## config.mk

```make
export PLATFORM = sky130hd
export DESIGN_NAME = scc_top
export DESIGN_NICKNAME = d
export VERILOG_FILES = /design/src/core/scc_pkg.sv /design/src/core/scc_baud_gen.sv /design/src/core/scc_top.sv
export VERILOG_INCLUDE_DIRS = /design/src /design/src/core
export SDC_FILE = /design/constraint.sdc
export NUM_CORES = 1
export LEC_CHECK = 0
export ABC_AREA = 1
export BUFFER_PORTS_ARGS = -buffer_cell sky130_fd_sc_hd__buf_2
export CAP_MARGIN = 20
export CORE_ASPECT_RATIO = 1.75
export CORE_UTILIZATION = 64
export CTS_BUF_LIST = sky130_fd_sc_hd__clkbuf_16
export CTS_CLUSTER_SIZE = 30
export DETAILED_ROUTE_END_ITERATION = 10
export PLACE_DENSITY = 0.92
export REMOVE_ABC_BUFFERS = 1
export SKIP_CTS_REPAIR_TIMING = 1
export SYNTH_ARGS = -nofsm -noshare
export SYNTH_HDL_FRONTEND = slang
export SYNTH_HIERARCHICAL = 1
export SYNTH_SLANG_ARGS = --single-unit
```

## constraint.sdc

```tcl
create_clock -name clock -period 3.9 [get_ports clock]
set_input_delay 0.78 -clock clock [delete_from_list [all_inputs] [get_ports clock]]
set_output_delay 0.78 -clock clock [all_outputs]
set_load 0.01 [all_outputs]
```

## src/core/scc_consts.svh

```systemverilog
// Offsets, field positions, reset values and timing counts for the serial port block
`ifndef SCC_CONSTS_SVH
`define SCC_CONSTS_SVH

// Byte offsets of the registers on the bus
`define SCC_OFF_STATUS_A 5'h00
`define SCC_OFF_CONTROL_B 5'h04
`define SCC_OFF_FRAME 5'h08
`define SCC_OFF_DIV_HIGH 5'h0C
`define SCC_OFF_DIV_LOW 5'h10
`define SCC_OFF_DATA 5'h14

// Status A fields
`define SCC_STA_RX_DONE 7
`define SCC_STA_TX_DONE 6
`define SCC_STA_TX_EMPTY 5
`define SCC_STA_FRAME_ERR 4
`define SCC_STA_OVERRUN 3
`define SCC_STA_PARITY_ERR 2
`define SCC_STA_DOUBLE 1

// Control B fields
`define SCC_CTL_RX_IRQ_EN 7
`define SCC_CTL_TX_IRQ_EN 6
`define SCC_CTL_EMPTY_IRQ_EN 5
`define SCC_CTL_RX_EN 4
`define SCC_CTL_TX_EN 3
`define SCC_CTL_SIZE_HIGH 2
`define SCC_CTL_RX_NINTH 1
`define SCC_CTL_TX_NINTH 0

// Frame format fields
`define SCC_FMT_SYNC 6
`define SCC_FMT_PAR_HI 5
`define SCC_FMT_PAR_LO 4
`define SCC_FMT_STOP 3
`define SCC_FMT_SIZE_HI 2
`define SCC_FMT_SIZE_LO 1
`define SCC_FMT_POL 0

// Reset values
`define SCC_RST_CONTROL_B 8'h00
`define SCC_RST_FRAME 8'h06
`define SCC_RST_DIV_HIGH 4'h0
`define SCC_RST_DIV_LOW 8'h00

// Samples per bit
`define SCC_OS_NORMAL 5'd16
`define SCC_OS_DOUBLE 5'd8
`define SCC_OS_SYNC 5'd2

`endif

```

## src/core/scc_pkg.sv

```systemverilog
// Types shared by the serial port block
package scc_pkg;

  typedef struct packed {
    logic read;
    logic write;
    logic [4:0] address;
    logic [31:0] writedata;
    logic [3:0] byteenable;
  } scc_av_req_type;

  typedef struct packed {
    logic [31:0] readdata;
    logic waitrequest;
  } scc_av_rsp_type;

  typedef enum logic [2:0] {
    SCC_TX_IDLE = 3'b000,
    SCC_TX_DATA = 3'b001,
    SCC_TX_PAR = 3'b010,
    SCC_TX_STOP1 = 3'b011,
    SCC_TX_STOP2 = 3'b100,
    SCC_TX_DONE = 3'b101
  } scc_tx_state_type;

  typedef enum logic [2:0] {
    SCC_RX_IDLE = 3'b000,
    SCC_RX_START = 3'b001,
    SCC_RX_DATA = 3'b010,
    SCC_RX_PAR = 3'b011,
    SCC_RX_STOP = 3'b100
  } scc_rx_state_type;

  typedef struct packed {
    logic [11:0] count;
    logic tick;
  } scc_baud_state_type;

endpackage

```

## src/core/scc_baud_gen.sv

```systemverilog
// Baud prescaler: down counter that ticks once every divisor plus one clocks
`timescale 1ns/100ps
`include "scc_consts.svh"
module scc_baud_gen
  import scc_pkg::*;
#(
  parameter int DIV_WIDTH = 12
) (
  // Clock and reset
  input wire logic clock,
  input wire logic resetn,
  input wire logic ce,
  // Divisor and control
  input wire logic [DIV_WIDTH-1:0] divisor,
  input wire logic reload,
  // Prescaler output
  output logic tick
);

  scc_baud_state_type s_q;
  scc_baud_state_type s_d;

  always_comb begin
    s_d = s_q;
    s_d.tick = 1'b0;
    if (reload) begin
      s_d.count = divisor;
    end else if (s_q.count == '0) begin
      s_d.count = divisor;
      s_d.tick = 1'b1;
    end else begin
      s_d.count = s_q.count - 12'h001;
    end
  end

  always_ff @(posedge clock or negedge resetn) begin
    if (!resetn) begin
      s_q <= '0;
    end else if (ce) begin
      s_q <= s_d;
    end
  end

  assign tick = s_q.tick;

endmodule

```

## src/core/scc_top.sv

```systemverilog
// Serial port channel: registers, frame format, baud timing and serial engines
// Operation
// - receive interrupt needs its enable, global interrupt flag and receive-done flag.
// - transmit interrupt needs its enable, global interrupt flag and transmit-done flag.
// - empty interrupt needs its enable, global interrupt flag and buffer-empty flag.
// - receiver enable starts the receiver and takes the receive pin.
// - clearing receiver enable flushes buffer and error flags.
// - transmitter enable starts the transmitter and takes the transmit pin.
// - transmitter disable waits until shifter and buffer are empty.
// - received ninth bit readable; software reads it before the low byte.
// - mode bit zero is asynchronous, one is synchronous.
// - parity field 00 off, 01 reserved, 10 even, 11 odd.
// - transmitter appends parity; receiver checks it and flags mismatch.
// - stop select gives one or two transmitted stop bits; receiver ignores it.
// - size code 000..011 gives five to eight bits, 111 gives nine.
// - sync polarity zero changes data on rising, samples on falling edge.
// - divisor is twelve bits, high byte holds the top four.
// - writing the divisor low byte reloads the prescaler at once.
// - receive-done flag follows unread data; disabling receiver clears it.
// - double speed bit cuts samples per bit from sixteen to eight.
`timescale 1ns/100ps
`include "scc_consts.svh"
module scc_top
  import scc_pkg::*;
(
  // Clock, reset and enable
  input wire logic clock,
  input wire logic resetn,
  input wire logic ce,
  // Register bus
  input wire scc_av_req_type av_req,
  output scc_av_rsp_type av_rsp,
  // Processor global interrupt flag
  input wire logic global_irq_flag,
  // Interrupt requests
  output logic rx_done_irq,
  output logic tx_done_irq,
  output logic buffer_empty_irq,
  // Serial pins
  input wire logic serial_rx_pin,
  output logic serial_rx_takeover,
  output logic serial_tx_out,
  output logic serial_tx_oe,
  output logic transfer_clock_out,
  output logic transfer_clock_oe
);

  typedef struct packed {
    logic wait_q;
    logic [31:0] rdata;
    logic rd_took;
    logic rx_irq_en;
    logic tx_irq_en;
    logic empty_irq_en;
    logic rx_en;
    logic tx_en_wr;
    logic tx_en;
    logic size_high;
    logic tx_ninth;
    logic [7:0] frame;
    logic double_speed;
    logic [3:0] div_high;
    logic [7:0] div_low;
    logic reload;
    logic [8:0] tx_buf;
    logic tx_empty;
    logic tx_done;
    scc_tx_state_type tx_state;
    logic [8:0] tx_shift;
    logic [3:0] tx_bit;
    logic tx_par;
    logic tx_pin;
    logic [4:0] tx_cnt;
    logic xck;
    logic xck_oe;
    logic [2:0] rx_sync;
    scc_rx_state_type rx_state;
    logic [8:0] rx_shift;
    logic [3:0] rx_bit;
    logic rx_par;
    logic [4:0] rx_cnt;
    logic [8:0] rx_buf;
    logic rx_done;
    logic frame_err;
    logic overrun;
    logic parity_err;
    logic irq_rx;
    logic irq_tx;
    logic irq_empty;
  } scc_state_type;

  scc_state_type s_q;
  scc_state_type s_d;

  logic tick;
  logic sync_mode;
  logic [4:0] os;
  logic [3:0] nbits;
  logic [8:0] mask;
  logic tx_step;
  logic rx_step;
  logic rxd;
  logic rxd_stable;
  logic acc;
  logic cap;
  logic [7:0] wbyte;
  logic [7:0] rbyte;
  logic we;

  // Number of data bits from the size code
  function automatic logic [3:0] char_bits(input logic [2:0] code);
    case (code)
      3'b000: char_bits = 4'h5;
      3'b001: char_bits = 4'h6;
      3'b010: char_bits = 4'h7;
      3'b011: char_bits = 4'h8;
      3'b111: char_bits = 4'h9;
      default: char_bits = 4'h8;
    endcase
  endfunction

  scc_baud_gen #(
    .DIV_WIDTH(12)
  ) u_baud (
    .clock(clock),
    .resetn(resetn),
    .ce(ce),
    .divisor({s_q.div_high, s_q.div_low}),
    .reload(s_q.reload),
    .tick(tick)
  );

  always_comb begin
    sync_mode = s_q.frame[`SCC_FMT_SYNC];
    if (sync_mode) begin
      os = `SCC_OS_SYNC;
    end else if (s_q.double_speed) begin
      os = `SCC_OS_DOUBLE;
    end else begin
      os = `SCC_OS_NORMAL;
    end
    nbits = char_bits({s_q.size_high, s_q.frame[`SCC_FMT_SIZE_HI:`SCC_FMT_SIZE_LO]});
    mask = 9'h1FF >> (4'h9 - nbits);
    rxd = s_q.rx_sync[2];
    rxd_stable = (s_q.rx_sync[2] == s_q.rx_sync[1]);
    // Sync mode: change on one edge, sample on the other
    if (sync_mode) begin
      tx_step = tick && (s_q.xck == s_q.frame[`SCC_FMT_POL]);
      rx_step = tick && (s_q.xck != s_q.frame[`SCC_FMT_POL]);
    end else begin
      tx_step = tick && (s_q.tx_cnt == os - 5'd1);
      rx_step = tick && (s_q.rx_cnt == os - 5'd1);
    end
    cap = (av_req.read || av_req.write) && s_q.wait_q;
    acc = (av_req.read || av_req.write) && !s_q.wait_q;
    we = acc && av_req.write && av_req.byteenable[0];
    wbyte = av_req.writedata[7:0];
    rbyte = 8'h00;
    case (av_req.address)
      `SCC_OFF_STATUS_A: begin
        rbyte = {s_q.rx_done, s_q.tx_done, s_q.tx_empty, s_q.frame_err, s_q.overrun, s_q.parity_err,
                 s_q.double_speed, 1'b0};
      end
      `SCC_OFF_CONTROL_B: begin
        rbyte = {s_q.rx_irq_en, s_q.tx_irq_en, s_q.empty_irq_en, s_q.rx_en, s_q.tx_en_wr, s_q.size_high,
                 s_q.rx_buf[8], s_q.tx_ninth};
      end
      `SCC_OFF_FRAME: begin
        rbyte = {1'b0, s_q.frame[6:0]};
      end
      `SCC_OFF_DIV_HIGH: begin
        rbyte = {4'h0, s_q.div_high};
      end
      `SCC_OFF_DIV_LOW: begin
        rbyte = s_q.div_low;
      end
      `SCC_OFF_DATA: begin
        rbyte = s_q.rx_buf[7:0];
      end
      default: begin
        rbyte = 8'h00;
      end
    endcase

    s_d = s_q;
    s_d.reload = 1'b0;
    s_d.rx_sync = {s_q.rx_sync[1:0], serial_rx_pin};

    // Bus slave: one wait cycle, then the access
    s_d.wait_q = !cap;
    if (cap) begin
      s_d.rdata = {24'h000000, rbyte};
      s_d.rd_took = av_req.read && (av_req.address == `SCC_OFF_DATA) && s_q.rx_done;
    end
    if (we) begin
      case (av_req.address)
        `SCC_OFF_STATUS_A: begin
          s_d.double_speed = wbyte[`SCC_STA_DOUBLE];
          if (wbyte[`SCC_STA_TX_DONE]) begin
            s_d.tx_done = 1'b0;
          end
        end
        `SCC_OFF_CONTROL_B: begin
          s_d.rx_irq_en = wbyte[`SCC_CTL_RX_IRQ_EN];
          s_d.tx_irq_en = wbyte[`SCC_CTL_TX_IRQ_EN];
          s_d.empty_irq_en = wbyte[`SCC_CTL_EMPTY_IRQ_EN];
          s_d.rx_en = wbyte[`SCC_CTL_RX_EN];
          s_d.tx_en_wr = wbyte[`SCC_CTL_TX_EN];
          s_d.size_high = wbyte[`SCC_CTL_SIZE_HIGH];
          s_d.tx_ninth = wbyte[`SCC_CTL_TX_NINTH];
        end
        `SCC_OFF_FRAME: begin
          s_d.frame = {1'b0, wbyte[6:0]};
        end
        `SCC_OFF_DIV_HIGH: begin
          s_d.div_high = wbyte[3:0];
        end
        `SCC_OFF_DIV_LOW: begin
          s_d.div_low = wbyte;
          s_d.reload = 1'b1;
        end
        `SCC_OFF_DATA: begin
          // Writes while the buffer is full are dropped
          if (s_q.tx_empty) begin
            s_d.tx_buf = {s_q.tx_ninth, wbyte};
            s_d.tx_empty = 1'b0;
          end
        end
        default: begin
          s_d.rx_irq_en = s_q.rx_irq_en;
        end
      endcase
    end
    if (acc && av_req.read && s_q.rd_took) begin
      s_d.rx_done = 1'b0;
      s_d.frame_err = 1'b0;
      s_d.overrun = 1'b0;
      s_d.parity_err = 1'b0;
    end

    // Transmit enable takes effect at once, disable only once drained
    if (s_d.tx_en_wr) begin
      s_d.tx_en = 1'b1;
    end else if (s_q.tx_state == SCC_TX_IDLE && s_q.tx_empty) begin
      s_d.tx_en = 1'b0;
    end

    // Transfer clock runs in sync mode while either side is on
    s_d.xck_oe = sync_mode && (s_q.tx_en || s_q.rx_en);
    if (tick && sync_mode) begin
      s_d.xck = !s_q.xck;
    end else if (!sync_mode) begin
      s_d.xck = s_q.frame[`SCC_FMT_POL];
    end
    if (tick) begin
      s_d.tx_cnt = (s_q.tx_cnt >= os - 5'd1) ? 5'd0 : s_q.tx_cnt + 5'd1;
    end

    // Transmitter
    if (!s_q.tx_en) begin
      s_d.tx_state = SCC_TX_IDLE;
      s_d.tx_pin = 1'b1;
    end else if (tx_step) begin
      case (s_q.tx_state)
        SCC_TX_IDLE, SCC_TX_DONE: begin
          if (!s_q.tx_empty) begin
            s_d.tx_shift = s_q.tx_buf & mask;
            s_d.tx_par = (^(s_q.tx_buf & mask)) ^ s_q.frame[`SCC_FMT_PAR_LO];
            s_d.tx_empty = 1'b1;
            s_d.tx_pin = 1'b0;
            s_d.tx_bit = 4'h0;
            s_d.tx_state = SCC_TX_DATA;
          end else begin
            if (s_q.tx_state == SCC_TX_DONE) begin
              s_d.tx_done = 1'b1;
            end
            s_d.tx_state = SCC_TX_IDLE;
          end
        end
        SCC_TX_DATA: begin
          s_d.tx_pin = s_q.tx_shift[s_q.tx_bit];
          s_d.tx_bit = s_q.tx_bit + 4'h1;
          if (s_q.tx_bit == nbits - 4'h1) begin
            s_d.tx_state = s_q.frame[`SCC_FMT_PAR_HI] ? SCC_TX_PAR : SCC_TX_STOP1;
          end
        end
        SCC_TX_PAR: begin
          s_d.tx_pin = s_q.tx_par;
          s_d.tx_state = SCC_TX_STOP1;
        end
        SCC_TX_STOP1: begin
          s_d.tx_pin = 1'b1;
          s_d.tx_state = s_q.frame[`SCC_FMT_STOP] ? SCC_TX_STOP2 : SCC_TX_DONE;
        end
        SCC_TX_STOP2: begin
          s_d.tx_pin = 1'b1;
          s_d.tx_state = SCC_TX_DONE;
        end
        default: begin
          s_d.tx_state = SCC_TX_IDLE;
        end
      endcase
    end

    // Receiver
    if (tick) begin
      s_d.rx_cnt = (s_q.rx_cnt >= os - 5'd1) ? 5'd0 : s_q.rx_cnt + 5'd1;
    end
    if (!s_q.rx_en) begin
      s_d.rx_state = SCC_RX_IDLE;
      s_d.rx_done = 1'b0;
      s_d.frame_err = 1'b0;
      s_d.overrun = 1'b0;
      s_d.parity_err = 1'b0;
    end else begin
      case (s_q.rx_state)
        SCC_RX_IDLE: begin
          s_d.rx_shift = 9'h000;
          s_d.rx_bit = 4'h0;
          if (rxd_stable && !rxd) begin
            if (sync_mode && rx_step) begin
              s_d.rx_state = SCC_RX_DATA;
            end else if (!sync_mode && tick) begin
              s_d.rx_cnt = 5'd0;
              s_d.rx_state = SCC_RX_START;
            end
          end
        end
        SCC_RX_START: begin
          // Check the start bit again at its middle
          if (tick && s_q.rx_cnt == (os >> 1) - 5'd1) begin
            s_d.rx_cnt = 5'd0;
            s_d.rx_state = rxd ? SCC_RX_IDLE : SCC_RX_DATA;
          end
        end
        SCC_RX_DATA: begin
          if (rx_step) begin
            s_d.rx_shift[s_q.rx_bit] = rxd;
            s_d.rx_bit = s_q.rx_bit + 4'h1;
            if (s_q.rx_bit == nbits - 4'h1) begin
              s_d.rx_state = s_q.frame[`SCC_FMT_PAR_HI] ? SCC_RX_PAR : SCC_RX_STOP;
            end
          end
        end
        SCC_RX_PAR: begin
          if (rx_step) begin
            s_d.rx_par = rxd;
            s_d.rx_state = SCC_RX_STOP;
          end
        end
        SCC_RX_STOP: begin
          // Only the first stop bit is checked
          if (rx_step) begin
            s_d.rx_state = SCC_RX_IDLE;
            if (s_d.rx_done) begin
              s_d.overrun = 1'b1;
            end else begin
              s_d.rx_buf = s_q.rx_shift;
              s_d.rx_done = 1'b1;
              s_d.frame_err = !rxd;
              s_d.parity_err = s_q.frame[`SCC_FMT_PAR_HI] &&
                               (s_q.rx_par != ((^s_q.rx_shift) ^ s_q.frame[`SCC_FMT_PAR_LO]));
            end
          end
        end
        default: begin
          s_d.rx_state = SCC_RX_IDLE;
        end
      endcase
    end

    s_d.irq_rx = s_q.rx_irq_en && global_irq_flag && s_q.rx_done;
    s_d.irq_tx = s_q.tx_irq_en && global_irq_flag && s_q.tx_done;
    s_d.irq_empty = s_q.empty_irq_en && global_irq_flag && s_q.tx_empty;
  end

  always_ff @(posedge clock or negedge resetn) begin
    if (!resetn) begin
      s_q <= '0;
      s_q.wait_q <= 1'b1;
      s_q.frame <= `SCC_RST_FRAME;
      s_q.div_high <= `SCC_RST_DIV_HIGH;
      s_q.div_low <= `SCC_RST_DIV_LOW;
      s_q.tx_empty <= 1'b1;
      s_q.tx_pin <= 1'b1;
      s_q.rx_sync <= 3'h7;
      s_q.tx_state <= SCC_TX_IDLE;
      s_q.rx_state <= SCC_RX_IDLE;
    end else if (ce) begin
      s_q <= s_d;
    end
  end

  assign av_rsp.readdata = s_q.rdata;
  assign av_rsp.waitrequest = s_q.wait_q;
  assign rx_done_irq = s_q.irq_rx;
  assign tx_done_irq = s_q.irq_tx;
  assign buffer_empty_irq = s_q.irq_empty;
  assign serial_rx_takeover = s_q.rx_en;
  assign serial_tx_out = s_q.tx_pin;
  assign serial_tx_oe = s_q.tx_en;
  assign transfer_clock_out = s_q.xck;
  assign transfer_clock_oe = s_q.xck_oe;

endmodule

```

==> flow_summary.yaml, run 1 <==
critical_path:
  crit_path_end_kind: "register"
  cpPeakStageDelay_ps: 420
  path_cells: "inv_1, nand2_1, a21oi_1, inv_1, ha_1, xnor2_1, o21ai_0, a21oi_1, a21oi_1, nor2_1, o21ai_1, nand2_1, nand2_1"
  path_buf_inv: 2
  r2r-start: "s_q[100]$_DFFE_PN0P_"
  required_ps: 4210
  cp-start-kind: "register"
  rr_worst_depth: 13
  cpMaxStageDelayCell: "dfrtp_1"
  arrival_ps: 3200
  ff2ff_setup_slack_ps: 1010
  path_class: "reg2reg"
  r2r_end: "s_q[35]$_DFFE_PN0P_"
  critPathTopFamily: "compound AO/OA/AOI/OAI gates"
  cp_max_fo: 6
clocking:
  clock-sinks: 129
  cts_tree: "built"
  clk-insertion-delay-late_ps: 420
  clock_tree.root_cell: "clkbuf_16"
  cts.clk_slew.worst_paths_ps: 60
  cts-buffers-inserted: 17
  cts.htree.levels: 4
  cts.path.max_buffers: 2
synth:
  yosysSeqAreaShare_pct: 41.4
  synth_area_um2: 7830
  async_flop_share_pct: 100
  synth-main-ff-cell: "dfrtp_1"
  synth_warnings: 6
  ys_ff_latch: 129
  yosysUniqueCellTypes: 48
  syn_inst: 1064
  synth_edf_count: 0
  syn_avg_cell_area_um2: 7.36
timing:
  fin_crit_ps: 2890
  min_period_over_period_pct: 74.2
  setup-violations-final: 0
  hold_slack_ps: 297
  final_hold_viol_count: 0
  skew_ps: 6.60
  rsz0062_at_grt: "no"
  finalWorstSetupSlack_ps: 1010
  drv_slew: 0
  fmax_mhz: 346
  maxSlewHeadroom_pct: 48.9
  setup-tns-final_ps: 0
  tightestPinTransition_ps: 763
flow_run:
  max_cap_violations: 0
place:
  hpwl_um: 14500
  routabilityCongestion: 1.00
  port_buffers: 37
  pre_cts_ws_ps: 1250
detailed_routing:
  ant_nets: 0
  first_pass_iters: 8
  drt_iter0_markers: 694
  via_count: 7513
  post_drt_via_cell_ratio: 6.04
  met2_length_um: 11200
  wl_met1_um: 7250
  wl_per_cell_um: 17.5
  drt-total-wl_um: 21800
  wl_met3_um: 1730
  top_layer: "met4"
  drc_errors: 0
cells_and_area:
  antennaDiodeCount: 0
  final_common_cell: "nand2_1"
  drive_gt1_share_pct: 11.0
  final_cell_mix: "346 x nand2_1, 130 x inv_1, 121 x dfrtp_1"
  nets: 1159
  areaGrowthSynthToFinish_pct: 9.73
global_route:
  grt_pass1_vias: 7381
  grt_max_degree: 63
  grt.overflow.total: 0
  grt_usage_pct: 36.5
  antenna_found_initial: 0
  grt_pass1_wl_um: 35300
power:
  total_power_mw: 4.48
  power_leakage_nw: 4.36
  vdd_ir_drop_max_v: 0.000445
  p_sw_mw: 1.46
  seqPwrFrac_pct: 37.5
  swShare_pct: 32.7
  combinationalPowerShare_pct: 22.8
  power.internal_mw: 3.02
  power_frac_clock_pct: 39.7
  p_per_area_nw_per_um2: 522
floorplanning:
  core_um2: 11900
  die_h_um: 148
  rows: 53
  die_x_um: 85.6
  pin_count: 89
  start_util_pct: 65.6
  die_area_um2: 12700
status:
  status: "finished, final reports clean"
hold_path:
  hold_class: "in2async"
==> stage by stage <==
stage	instances	instance area [um2]	utilization [%]
after floorplan	1031	7520	-
after global placement	1211	7940	66.5
after detailed placement	1211	7940	66.5
after CTS	1243	8590	72.0
after global routing	1243	8590	72.0
final	1243	8590	72.0
==> cell usage after synthesis, drive strengths merged (2+ instances only) <==
master / number / share of area, %
nand3: 69 / 4.7
dfstp: 8 / 2.7
buf: 45 / 4.5
a22o: 2 / 0.22
o31ai: 5 / 0.48
ha: 18 / 2.9
clkbuf: 11 / 0.54
nor2: 65 / 3.8
xnor2: 6 / 0.67
a21o: 3 / 0.29
dfrtp: 121 / 39
xor2: 12 / 1.3
inv: 132 / 6.4
a31oi: 6 / 0.48
nand2: 357 / 18
a21oi: 24 / 1.7
nand4: 20 / 1.6
a21boi: 2 / 0.19
nand3b: 2 / 0.19
o21ai: 126 / 8.5
nor3: 8 / 0.51
o22ai: 10 / 0.88
o211ai: 3 / 0.29
==> registers in the layout (all words and copies together), names as in the netlist, 2 cells and up <==
signal	cells
av_rsp	9
s_d	2
s_q	96
u_baud/s_q	12
==> final cells by class <==
cell class	count	area [um2]
multi-input cells	769	3780
fillers	859	3350
flip-flops and latches	129	3240
inverters	133	507
clock buffers	17	425
repair buffers	43	245
clock inverters	15	225
well taps	137	171
==> per-layer routing <==
metal	vias up	global-route usage (%)
met5	-	0
met1	3486	38.4
met3	147	8.38
met4	0	26.3
li1	3434	-
met2	446	63.0
==> logic make-up (layout without fill, tap and decap cells) <==
group / after synthesis / count (layout) / synth area share (%)
and+or+nand+nor: 523 / 523 / 28.7
DFF: 129 / 129 / 41.4
adders and majority gates: 18 / 18 / 2.88
buffers and inverters: 189 / 208 / 11.5
xor gates and xnor gates: 18 / 18 / 2.01
other: 1 / 24 / 0.0479
AOI/OAI and AO/OA: 186 / 186 / 13.5
==> power groups by stage <==
stage	Combinational, mW	Clock (mW)	Sequential [mW]
4_1_cts	1.00	1.77	1.67
3_5_place_dp	0.973	0	1.70
3_3_place_gp	0.932	0	1.69
5_1_grt	1.15	1.83	1.70
6_report	1.02	1.78	1.68
2_1_floorplan	0.723	0	1.65
==> worst max path at each step <==
stage	start	cells past startpoint	slack [ps]	endpoint
floorplan	s_q[100]$_DFFE_PN0P_	18	1660	s_q[49]$_DFFE_PN0P_
global placement	av_req[37]	5	1300	serial_rx_takeover$_DFFE_PN0P_
detailed placement	s_q[100]$_DFFE_PN0P_	13	1250	s_q[35]$_DFFE_PN0P_
CTS	s_q[100]$_DFFE_PN0P_	18	1110	s_q[49]$_DFFE_PN0P_
global route	s_q[100]$_DFFE_PN0P_	13	830	s_q[36]$_DFFE_PN0P_
finish	s_q[100]$_DFFE_PN0P_	13	1010	s_q[35]$_DFFE_PN0P_
(Power assumes the default switching activity.)
==> run 2: changes to the inputs <==
--- a/config.mk
+++ b/config.mk
@@ -6,15 +6,15 @@
 export SDC_FILE = /design/constraint.sdc
 export NUM_CORES = 1
 export LEC_CHECK = 0
-export ABC_AREA = 1
+export ABC_AREA = 0
 export BUFFER_PORTS_ARGS = -buffer_cell sky130_fd_sc_hd__buf_2
 export CAP_MARGIN = 20
 export CORE_ASPECT_RATIO = 1.75
-export CORE_UTILIZATION = 64
+export CORE_UTILIZATION = 59
 export CTS_BUF_LIST = sky130_fd_sc_hd__clkbuf_16
 export CTS_CLUSTER_SIZE = 30
 export DETAILED_ROUTE_END_ITERATION = 10
-export PLACE_DENSITY = 0.92
+export PLACE_DENSITY = 0.87
 export REMOVE_ABC_BUFFERS = 1
 export SKIP_CTS_REPAIR_TIMING = 1
 export SYNTH_ARGS = -nofsm -noshare
==> constraint.sdc (replaced) <==
create_clock -name clock -period 2.9 [get_ports clock]
set_input_delay 0.58 -clock clock [delete_from_list [all_inputs] [get_ports clock]]
set_output_delay 0.58 -clock clock [all_outputs]
set_load 0.01 [all_outputs]
==> flow_summary.yaml, run 2 <==
power:
  vdd_ir_drop_max_v: 0.000407
  p_per_area_nw_per_um2: 555
  power.internal_mw: 3.48
  p_sw_mw: 1.18
  combinationalPowerShare_pct: 9.6
  seqPwrFrac_pct: 42.9
  power_leakage_nw: 3.92
  power_frac_clock_pct: 47.5
  swShare_pct: 25.3
critical_path:
  cp_max_fo: 8
  arrival_ps: 3070
  cp-start-kind: "register"
  crit_path_end_kind: "register"
  path_cells: "and3_1, o21bai_1, ha_1, xor2_1, a21o_1, o21ai_0, a211o_1, o211ai_1"
  cpPeakStageDelay_ps: 620
  path_buf_inv: 0
  path_class: "reg2reg"
  cpMaxStageDelayCell: "dfstp_2"
  critPathTopFamily: "compound AO/OA/AOI/OAI gates"
  required_ps: 3180
clocking:
  cts.path.max_buffers: 2
  cts.clk_slew.worst_paths_ps: 60
  clock-sinks: 129
  clock_tree.root_cell: "clkbuf_16"
  clk-insertion-delay-late_ps: 420
  cts_tree: "built"
  cts.htree.levels: 4
  cts-buffers-inserted: 17
synth:
  syn_inst: 769
  yosysSeqAreaShare_pct: 42.8
  yosysUniqueCellTypes: 83
  synth_area_um2: 7570
  netlist.area_leader.share_pct: 40.0
  async_flop_share_pct: 100
  yosysMostFrequentCell: "dfrtp_1"
  netlist_top_cells_count: "121 x dfrtp_1, 94 x nand2_1, 50 x mux2_2"
  syn_avg_cell_area_um2: 9.85
  synth_edf_count: 0
  synth_warnings: 6
  ys_ff_latch: 129
  synthTopCellsByArea: "dfrtp_1 40%, mux2_2 7.4%, nand2_1 4.7%"
  yosysTopAreaCell: "dfrtp_1"
  synth-main-ff-cell: "dfrtp_1"
detailed_routing:
  ant_nets: 0
  post_drt_via_cell_ratio: 6.45
  wl_per_cell_um: 19.3
  drt-total-wl_um: 18800
  first_pass_iters: 5
  drt_iter0_markers: 475
  via_count: 6284
  drc_errors: 0
cells_and_area:
  drive_gt1_share_pct: 20.1
  antennaDiodeCount: 0
  final_common_cell: "dfrtp_1"
  areaGrowthSynthToFinish_pct: 10.8
  design_area_um2: 8390
  regArea_um2: 3240
  regMostFlops: "s_q"
  largest_reg_flops: 96
  nets: 860
  multiInputGateArea_um2: 3890
  fillers: 883
  final_cell_mix: "121 x dfrtp_1, 94 x nand2_1, 50 x mux2_2"
floorplanning:
  die_x_um: 87.6
  pin_count: 89
  rows: 54
  die_area_um2: 13300
  die_h_um: 152
  start_util_pct: 60.6
  core_um2: 12500
global_route:
  grt_usage_pct: 30.2
  grt_pass1_wl_um: 31000
  grt.overflow.total: 0
  grt_max_degree: 55
  antenna_found_initial: 0
  grt_pass1_vias: 6265
timing:
  min_period_over_period_pct: 96.1
  drv_slew: 0
  tightestPinTransition_ps: 752
  final_hold_viol_count: 0
  finalWorstSetupSlack_ps: 113
  fmax_mhz: 359
  fin_crit_ps: 2790
  setup-violations-final: 0
  maxSlewHeadroom_pct: 49.5
  setup-tns-final_ps: 0
  skew_ps: 11.4
  rsz0062_at_grt: "no"
status:
  status: "finished, final reports clean"
place:
  hpwl_um: 13200
  pre_cts_ws_ps: 252
  port_buffers: 37
  place_area_um2: 7780
  routabilityCongestion: 0.905
flow_run:
  max_cap_violations: 0
hold_path:
  hold_class: "in2async"
run 2: power groups by stage:
| stage | registers (mW) | logic (mW) | clock network (mW) |
|---|---|---|---|
| 2_1_floorplan | 2.00 | 0.262 | 0 |
| 3_3_place_gp | 2.02 | 0.419 | 0 |
| 3_5_place_dp | 2.02 | 0.433 | 0 |
| 4_1_cts | 1.99 | 0.439 | 2.22 |
| 5_1_grt | 2.01 | 0.493 | 2.30 |
| 6_report | 2.00 | 0.445 | 2.22 |
run 2: worst register-to-register path, delay by kind of cell (launching register included):
family | cells | cell delay, ps
and+or+nand+nor | 1 | 370
xor gates and xnor gates | 1 | 170
adders and majority gates | 1 | 350
DFF | 1 | 620
AOI/OAI and AO/OA | 5 | 1140
run 2: path summary, 6_finish.rpt:
| path | startpoint | to | slack [ps] | depth (start not counted) |
|---|---|---|---|---|
| worst min-delay path | resetn | tx_done_irq$_DFFE_PN0P_ | 200 | 1 |
| max in group asynchronous | resetn | av_rsp[0]$_DFFE_PN1P_ | 1840 | 2 |
| worst max register to register | s_q[93]$_DFFE_PN1P_ | s_q[36]$_DFFE_PN0P_ | 110 | 8 |
| worst min register to register | av_rsp[5]$_DFFE_PN0P_ | av_rsp[5]$_DFFE_PN0P_ | 470 | 1 |
| min in group clock | serial_rx_pin | s_d[39]$_DFFE_PN1P_ | 400 | 2 |
| worst max-delay path | s_q[93]$_DFFE_PN1P_ | s_q[36]$_DFFE_PN0P_ | 110 | 8 |
run 2: metal layers:
layer  part of all wire [%]  global-route usage [%]  routed length [um]
met4                    6.4                    18.8                1200
met5                      0                       0                   0
met3                    6.3                    6.08                1180
met1                     35                    34.1                6620
met2                     52                    51.0                9820
run 2: layout make-up:
class	count	share of cell area, %
multi-input combinational	562	46.4
sequential	129	38.6
clock buffer	17	5.07
timing repair buffer	54	3.91
tap	168	2.51
clock inverter	15	2.13
inverter	30	1.34
run 2: cells by family (layout without fill, tap and decap cells):
family | Yosys count | in the layout | share of synthesized area, %
simple gates | 246 | 246 | 17.2
mux | 64 | 64 | 9.62
xor+xnor | 34 | 34 | 3.93
compound gates | 174 | 174 | 16.2
fa+ha+maj | 20 | 20 | 3.24
buf+inv | 101 | 116 | 7.00
other cells | 1 | 24 | 0.0495
flops | 129 | 129 | 42.8
run 2: per-stage QoR:
stage	util [%]	power (mW)	hold slack, ps	std cells
after global routing	67.1	4.80	253	975
after detailed placement	62.2	2.46	460	943
final	67.1	4.66	204	975
after CTS	67.1	4.65	236	975
after global placement	62.2	2.44	458	943
after floorplan	-	2.26	284	721
